===== src/rtl/rqtx_map.vh =====
/*
  Constants for the requester request transmit adapter: sideband field
  positions, descriptor flag bits, keep codes and credit selection codes.
  Assumes inclusion by bare name from the adapter module.
*/
`ifndef RQTX_MAP_VH
`define RQTX_MAP_VH

// -------------------------------------------------------------------------
// Sideband field positions
// -------------------------------------------------------------------------
`define RQTX_FIRST_DWORD_BYTE_ENABLE_LSB     0
`define RQTX_FIRST_DWORD_BYTE_ENABLE_MSB     3
`define RQTX_LAST_DWORD_BYTE_ENABLE_LSB      4
`define RQTX_LAST_DWORD_BYTE_ENABLE_MSB      7
`define RQTX_DISCONTINUE_BIT  11
`define RQTX_SIDEBAND_W       60

// -------------------------------------------------------------------------
// Descriptor flag bits
// -------------------------------------------------------------------------
`define RQTX_FORCE_ECRC_BIT   127
`define RQTX_POISON_BIT       79

// -------------------------------------------------------------------------
// Legal keep codes for a non-last beat
// -------------------------------------------------------------------------
`define RQTX_KEEP_1DW         4'h1
`define RQTX_KEEP_2DW         4'h3
`define RQTX_KEEP_3DW         4'h7
`define RQTX_KEEP_4DW         4'hF

// -------------------------------------------------------------------------
// Credit class selection codes
// -------------------------------------------------------------------------
`define RQTX_SEL_AVAILABLE    3'h0
`define RQTX_SEL_PH           3'h1
`define RQTX_SEL_NPH          3'h2
`define RQTX_SEL_CPLH         3'h3
`define RQTX_SEL_PD           3'h4
`define RQTX_SEL_NPD          3'h5
`define RQTX_SEL_CPLD         3'h6

// -------------------------------------------------------------------------
// Reset values
// -------------------------------------------------------------------------
`define RQTX_CREDIT_RESET     12'h000

`endif


===== src/rtl/rqtx_adapter.v =====
/*
  Requester request transmit adapter: accepts request beats from the user
  side, checks keep codes, extracts sideband flags and, on a 128-bit bus, descriptor flags, tracks
  per-packet abort, and reports non-posted credits, tag availability and a
  selectable flow control credit class.
  Assumes the link-side logic supplies raw credit counts on MCLK, and that
  the user side sits on MCLK as well, so no synchroniser is needed.
*/
// What this block does
// - Non-last beat keep is contiguous dword mask.
// - Three outputs replace six-bit buffer availability.
// - Report non-posted header credits continuously.
// - Report non-posted payload credits continuously.
// - No configuration transmit request/grant handshake.
// - Selected class credits driven onto outputs.
`timescale 1ns/100ps
`default_nettype none
`include "rqtx_map.vh"

// -------------------------------------------------------------------------
// Design notes
// -------------------------------------------------------------------------
// One register stage sits between user side and link side.
// Ready is combinational, so full rate needs no skid buffer.
// Bad keep codes pass through; the flag lets the link drop them.
// Descriptor flags are latched on a packet's opening beat only.
// Abort closes a packet exactly as a last beat does.
// Credit outputs lag their raw inputs by one cycle.
// Only the ready/valid pair arbitrates; no grant exists.

module rqtx_adapter #(
  parameter DATA_W   = 128,                 // Request data width, 64 or 128
  parameter KEEP_W   = DATA_W / 32,         // One keep bit per dword
  parameter HCRED_W  = 8,                   // Header credit width
  parameter DCRED_W  = 12                   // Data credit width
) (
  // Clock and reset
  input  wire                         MCLK,
  input  wire                         RST_N,
  // Request beats from the user side
  input  wire [DATA_W-1:0]            REQUEST_DATA,
  input  wire [KEEP_W-1:0]            REQUEST_DWORD_KEEP,
  input  wire [`RQTX_SIDEBAND_W-1:0]  REQUEST_SIDEBAND,
  input  wire                         REQUEST_LAST,
  input  wire                         REQUEST_VALID,
  output wire                         REQUEST_READY,
  // Beat towards the link side
  input  wire                         LINK_READY,
  output reg  [DATA_W-1:0]            LINK_DATA,
  output reg                          LINK_VALID,
  output reg                          LINK_LAST,
  output reg  [3:0]                   LINK_FIRST_DWORD_BYTE_ENABLE,
  output reg  [3:0]                   LINK_LAST_DWORD_BYTE_ENABLE,
  output reg  [KEEP_W-1:0]            LINK_DWORD_KEEP,
  output reg                          LINK_FORCE_ECRC,
  output reg                          LINK_POISONED,
  output reg                          LINK_DISCONTINUE,
  output reg                          KEEP_ERROR,
  // Raw credit counts from the link side
  input  wire [HCRED_W-1:0]           RAW_NPH_CREDIT,
  input  wire [DCRED_W-1:0]           RAW_NPD_CREDIT,
  input  wire                         RAW_TAG_FREE,
  input  wire [HCRED_W-1:0]           RAW_PH_CREDIT,
  input  wire [DCRED_W-1:0]           RAW_PD_CREDIT,
  input  wire [HCRED_W-1:0]           RAW_CPLH_CREDIT,
  input  wire [DCRED_W-1:0]           RAW_CPLD_CREDIT,
  // Credit class selection and reports
  input  wire [2:0]                   FLOW_CONTROL_SELECT,
  output reg  [HCRED_W-1:0]           NONPOSTED_HEADER_CREDIT_AVAIL,
  output reg  [DCRED_W-1:0]           NONPOSTED_PAYLOAD_CREDIT_AVAIL,
  output reg                          REQUEST_TAG_AVAIL,
  output reg  [HCRED_W-1:0]           FLOW_CONTROL_HEADER_CREDIT,
  output reg  [DCRED_W-1:0]           FLOW_CONTROL_DATA_CREDIT
);

  // -----------------------------------------------------------------------
  // Beat handshake
  // -----------------------------------------------------------------------
  wire beat_take;                           // Beat accepted this cycle
  wire out_free;                            // Output stage may load
  reg  in_packet_reg;                       // Between first and last beat
  reg  in_packet_next;                      // Next packet state
  reg  keep_ok;                             // Keep code legal for beat

  // Output stage empties when link takes it
  assign out_free      = ~LINK_VALID | LINK_READY;
  assign REQUEST_READY = out_free;
  assign beat_take     = REQUEST_VALID & out_free;

  // Keep check: non-last beats need contiguous low dwords
  always @* begin
    // Last beat may end on any dword
    keep_ok = 1'b1;
    if (!REQUEST_LAST) begin
      if (KEEP_W == 2) begin
        // 64-bit bus: one or two dwords
        keep_ok = (REQUEST_DWORD_KEEP == `RQTX_KEEP_1DW) ||
                  (REQUEST_DWORD_KEEP == `RQTX_KEEP_2DW);
      end else begin
        // 128-bit bus: one to four low dwords
        keep_ok = (REQUEST_DWORD_KEEP == `RQTX_KEEP_1DW) ||
                  (REQUEST_DWORD_KEEP == `RQTX_KEEP_2DW) ||
                  (REQUEST_DWORD_KEEP == `RQTX_KEEP_3DW) ||
                  (REQUEST_DWORD_KEEP == `RQTX_KEEP_4DW);
      end
    end
  end

  // Packet tracking: discontinue ends the packet as last does
  always @* begin
    in_packet_next = in_packet_reg;
    if (beat_take) begin
      if (REQUEST_LAST || REQUEST_SIDEBAND[`RQTX_DISCONTINUE_BIT]) begin
        // Last beat or abort closes it
        in_packet_next = 1'b0;
      end else begin
        // Packet stays open
        in_packet_next = 1'b1;
      end
    end
  end

  // -----------------------------------------------------------------------
  // Output stage registers
  // -----------------------------------------------------------------------
  // Loads one beat, holds it until the link takes it
  always @(posedge MCLK or negedge RST_N) begin
    if (!RST_N) begin
      // Idle link side, no packet open
      in_packet_reg                <= 1'b0;
      LINK_DATA                    <= {DATA_W{1'b0}};
      LINK_VALID                   <= 1'b0;
      LINK_LAST                    <= 1'b0;
      LINK_FIRST_DWORD_BYTE_ENABLE <= 4'h0;
      LINK_LAST_DWORD_BYTE_ENABLE  <= 4'h0;
      LINK_DWORD_KEEP              <= {KEEP_W{1'b0}};
      LINK_FORCE_ECRC              <= 1'b0;
      LINK_POISONED                <= 1'b0;
      LINK_DISCONTINUE             <= 1'b0;
      KEEP_ERROR                   <= 1'b0;
    end else begin
      in_packet_reg <= in_packet_next;
      // Valid follows request while stage is free
      if (out_free) begin
        LINK_VALID <= REQUEST_VALID;
      end
      // Fields load only on a taken beat
      if (beat_take) begin
        LINK_DATA       <= REQUEST_DATA;
        LINK_LAST       <= REQUEST_LAST;
        LINK_DWORD_KEEP <= REQUEST_DWORD_KEEP;
        LINK_FIRST_DWORD_BYTE_ENABLE <=
          REQUEST_SIDEBAND[`RQTX_FIRST_DWORD_BYTE_ENABLE_MSB:`RQTX_FIRST_DWORD_BYTE_ENABLE_LSB];
        LINK_LAST_DWORD_BYTE_ENABLE  <=
          REQUEST_SIDEBAND[`RQTX_LAST_DWORD_BYTE_ENABLE_MSB:`RQTX_LAST_DWORD_BYTE_ENABLE_LSB];
        LINK_DISCONTINUE <= REQUEST_SIDEBAND[`RQTX_DISCONTINUE_BIT];
        KEEP_ERROR       <= ~keep_ok;
        // Descriptor flags only on the first beat of a packet
        if (!in_packet_reg && DATA_W > `RQTX_FORCE_ECRC_BIT) begin
          LINK_FORCE_ECRC <= REQUEST_DATA[`RQTX_FORCE_ECRC_BIT % DATA_W];
          LINK_POISONED   <= REQUEST_DATA[`RQTX_POISON_BIT % DATA_W];
        end else if (!in_packet_reg) begin
          LINK_FORCE_ECRC <= 1'b0;          // Narrow bus: descriptor spans beats
          LINK_POISONED   <= 1'b0;
        end
      end
    end
  end

  // -----------------------------------------------------------------------
  // Credit reporting
  // -----------------------------------------------------------------------
  // Registered copies of raw credits, refreshed every cycle
  always @(posedge MCLK or negedge RST_N) begin
    if (!RST_N) begin
      // No credit reported during reset
      NONPOSTED_HEADER_CREDIT_AVAIL  <= {HCRED_W{1'b0}};
      NONPOSTED_PAYLOAD_CREDIT_AVAIL <= {DCRED_W{1'b0}};
      REQUEST_TAG_AVAIL              <= 1'b0;
    end else begin
      NONPOSTED_HEADER_CREDIT_AVAIL  <= RAW_NPH_CREDIT;
      NONPOSTED_PAYLOAD_CREDIT_AVAIL <= RAW_NPD_CREDIT;
      REQUEST_TAG_AVAIL              <= RAW_TAG_FREE;
    end
  end

  // Class selection for the flow control outputs
  always @(posedge MCLK or negedge RST_N) begin
    if (!RST_N) begin
      // Both class outputs start empty
      FLOW_CONTROL_HEADER_CREDIT <= {HCRED_W{1'b0}};
      FLOW_CONTROL_DATA_CREDIT   <= {DCRED_W{1'b0}};
    end else begin
      case (FLOW_CONTROL_SELECT)
        // Posted class
        `RQTX_SEL_PH, `RQTX_SEL_PD: begin
          FLOW_CONTROL_HEADER_CREDIT <= RAW_PH_CREDIT;
          FLOW_CONTROL_DATA_CREDIT   <= RAW_PD_CREDIT;
        end
        // Non-posted class
        `RQTX_SEL_NPH, `RQTX_SEL_NPD: begin
          FLOW_CONTROL_HEADER_CREDIT <= RAW_NPH_CREDIT;
          FLOW_CONTROL_DATA_CREDIT   <= RAW_NPD_CREDIT;
        end
        // Completion class
        `RQTX_SEL_CPLH, `RQTX_SEL_CPLD: begin
          FLOW_CONTROL_HEADER_CREDIT <= RAW_CPLH_CREDIT;
          FLOW_CONTROL_DATA_CREDIT   <= RAW_CPLD_CREDIT;
        end
        // Unused codes fall back to non-posted
        default: begin
          FLOW_CONTROL_HEADER_CREDIT <= RAW_NPH_CREDIT;
          FLOW_CONTROL_DATA_CREDIT   <= RAW_NPD_CREDIT;
        end
      endcase
    end
  end

endmodule
`default_nettype wire


===== config.mk =====
export PLATFORM = sky130hd
export DESIGN_NAME = rqtx_adapter
export DESIGN_NICKNAME = d
export VERILOG_FILES = /design/src/rtl/rqtx_adapter.v
export VERILOG_INCLUDE_DIRS = /design/src /design/src/rtl
export SDC_FILE = /design/constraint.sdc
export NUM_CORES = 1
export LEC_CHECK = 0
export ABC_CLOCK_PERIOD_IN_PS = 1780
export BUFFER_PORTS_ARGS = -buffer_cell sky130_fd_sc_hd__buf_2
export CAP_MARGIN = 20
export CORE_AREA = 2 2 173 175
export CTS_CLUSTER_SIZE = 12
export DETAILED_ROUTE_END_ITERATION = 10
export DIE_AREA = 0 0 175 177
export GPL_TIMING_DRIVEN = 1
export PLACE_DENSITY_LB_ADDON = 0.25
export SETUP_SLACK_MARGIN = 0.1
export SYNTH_ARGS = -nofsm -noshare
export SYNTH_HDL_FRONTEND = slang
export SYNTH_SLANG_ARGS = --single-unit

===== constraint.sdc =====
create_clock -name MCLK -period 1.78 [get_ports MCLK]
set_input_delay 0.089 -clock MCLK [delete_from_list [all_inputs] [get_ports MCLK]]
set_output_delay 0.089 -clock MCLK [all_outputs]
set_load 0.03 [all_outputs]

==> out/metrics.yaml <==
run_status:
  status: "finished clean"
final_layout:
  top_library_cells_by_usage_in_the_layout_fill_and_taps_aside: "buf_2 (396), dlygate4sd3_1 (203), dfrtp_1 (188)"
  layout-drive-gt1-share: 0.565
  final_common_cell: "buf_2"
  filler_cell_count: 2741
  regMostFlops: "LINK_DATA"
  antenna_cells_inserted: 0
  area_growth_pct: 73.5
  largest_register_ffs: 128
  largest_registers: "LINK_DATA x128, FLOW_CONTROL_DATA_CREDIT x12, NONPOSTED_PAYLOAD_CREDIT_AVAIL x12"
  num-nets-final: 1299
  finish.cell_count_without_fillers: 1440
placed_design:
  placement.io_buffers: 397
  place_congestion: 0.761
  dp_worst_setup_slack_ps: 231
  post-dp-hpwl_um: 14500
  dpl.cell_count: 1206
yosys:
  postSynth.topFlopCell: "dfrtp_1"
  syn_nets: 685
  post_synth_inst_count: 424
  ys_seq_area_frac: 0.657
  synth_async_sr_flop_share: 1.00
  synth-edff-count: 0
  synth_area_um2: 7160
  yosys_warnings: 0
  post_synth_xor_area_fraction: 0.00122
  synth.lib_cells_used.distinct: 16
  yosys.area_share.simple: 0.0182
  yosys-mux-area-fraction: 0.289
  synth_fa_ha_area_frac: 0
  synth_area_per_cell_um2: 16.9
  yosys_register_bits: 188
  synth_compound_gate_area_share: 0.0148
  synth_top_family_by_area: "multiplexers"
timing:
  final.setup.tns_ps: 0
  timing.final.max_slew_violations: 0
  final-setup-viol-count: 0
  share_of_the_clock_period_used_by_the_worst_path_after_layout: 0.866
  max-slew-margin-rel: 0.580
  clock_skew_ps: 12.6
  final_period_minus_worst_setup_slack_ps: 1540
  timing.final.hold_violations: 0
  unrepaired_setup_endpoints_after_global_routing: "no"
  fmax_mhz: 649
  final.setup.worst_slack_ps: 239
  tightestPinTransition_ps: 630
die:
  row_count: 63
  die-area_um2: 31000
  die_w_um: 175
  core_area_um2: 29200
  start_util: 0.245
  fp.dieH_um: 177
  ioPinCount: 449
grt:
  first_global_vias: 6292
  grt_antenna_before_repair: 1
  gr-total-overflow: 0
  grt_pass1_wl_um: 32900
  grt_start_max_net_pins: 45
  grt.total_usage: 0.137
worst_setup_path:
  worstSetupStartpointType: "primary input"
  crit_path_end_kind: "register"
  start_point_of_the_critical_path: "LINK_READY"
  r2r_start: "LINK_VALID"
  worstPathRequired_ps: 2090
  worst-setup-path-type: "in2reg"
  arrival_ps: 1850
  crit_path_max_fanout: 31
detailed_routing:
  wl_per_cell_um: 15.0
  post-route-drc-count: 0
  route.detailed.vias_per_inst: 4.00
  totalWireLength_um: 21600
  number_of_optimization_iterations_in_the_first_detailed_route_pass: 4
  postRouteAntennaNets: 0
  dr_total_vias: 5762
  drt_first_iter_violations: 188
clock_network:
  post_cts_buffers: 0
  cts-buffers-inserted: 17
  tritoncts_clock_tree: "done"
  cts_hold_buf: 203
  ctsHtreeMaxLevel: 4
  cts_resized: 0
  clkSinkCount: 188
  cts_root_buffer: "clkbuf_16"
  clkLatencyLatePin_ps: 430
  worst_setup_hold_path_clk_slew_ps: 70
  ctsLongestPathBuffers: 2
power:
  cellInternalPower_mw: 8.97
  proportion_of_power_drawn_by_flip_flops_and_latches: 0.393
  share_comb_of_total_power: 0.271
  static_leakage_nw: 6.16
  worst_vdd_drop_v: 0.000525
  p_total_mw: 13.0
  netSwitchingFraction: 0.309
  power_switching_mw: 4.02
  share_clk_of_total_power: 0.336
  power.density_cell_area_nw_per_um2: 1050
run:
  max-cap-violations: 0
worst_hold_path:
  worstHoldPathType: "in2reg"
  hold_startpoint: "RAW_CPLD_CREDIT[10]"
## final cells by class
class	count	area, µm²	share of cell area
well taps	390	488	0.0393
clock inverters	11	205	0.0165
multi-input cells	215	2330	0.188
repair buffers	616	4240	0.341
flip-flops and latches	188	4700	0.378
clock buffers	20	467	0.0375
## worst paths after layout
check | slack (ps) | to | cells after the start
max in group asynchronous | 950 | LINK_DATA[52] | 3
hold reg to reg | 500 | LINK_DATA[31] | 1
setup / recovery | 240 | LINK_DATA[32] | 6
min in group asynchronous | 180 | LINK_DATA[88] | 2
hold / removal | 30 | FLOW_CONTROL_DATA_CREDIT[10] | 3
setup reg to reg | 240 | LINK_DATA[32] | 4
## power groups by stage
stage	Clock, mW	Sequential (mW)	Combinational [mW]
floorplan	0	6.35	0.826
detailed placement	0	5.17	3.18
CTS	4.54	5.10	3.55
global route	4.71	5.18	3.73
global placement	0	5.15	3.17
finish	4.37	5.10	3.52
## cell families (layout without fill, tap and decap cells)
group	Yosys count	in the layout
DFF	188	188
muxes	166	166
and+or+nand+nor	27	27
AOI/OAI and AO/OA	21	21
buffers and inverters	21	647
xor gates and xnor gates	1	1
## layer usage
metal  GRT usage  wire length [µm]  up-vias
met5           0                 7        -
met2       0.250             11300      227
met3      0.0427              1480       27
met4      0.0472               405        2
met1       0.151              8370     2806
li1            -                 -     2700
## cells in the mapped netlist, types with 3 or more instances
cell / n / area, µm²
mux2_2: 86 / 968
nand2b_1: 3 / 18.8
mux2i_1: 20 / 200
nand2_1: 20 / 75.1
buf_6: 7 / 78.8
clkbuf_1: 4 / 15.0
buf_2: 10 / 50.1
dfrtp_1: 188 / 4700
mux2_4: 60 / 901
o21ai_0: 20 / 100
## stage by stage
step	utilization	hold slack, ps	instance area (µm²)
detailed placement	0.333	70.3	9730
CTS	0.425	6.16	12400
finish	0.425	28.7	12400
floorplan	-	-207	7160
global placement	0.333	73.8	9730
global route	0.425	36.6	12400
## critical path, stage by stage
cell	delay (ps)
dlygate4sd3_1	530
buf_2	120
nand2b_4	170
nand2_8	290
buf_12	240
mux2_2	360
No activity file was read; power rests on OpenSTA's default activity.
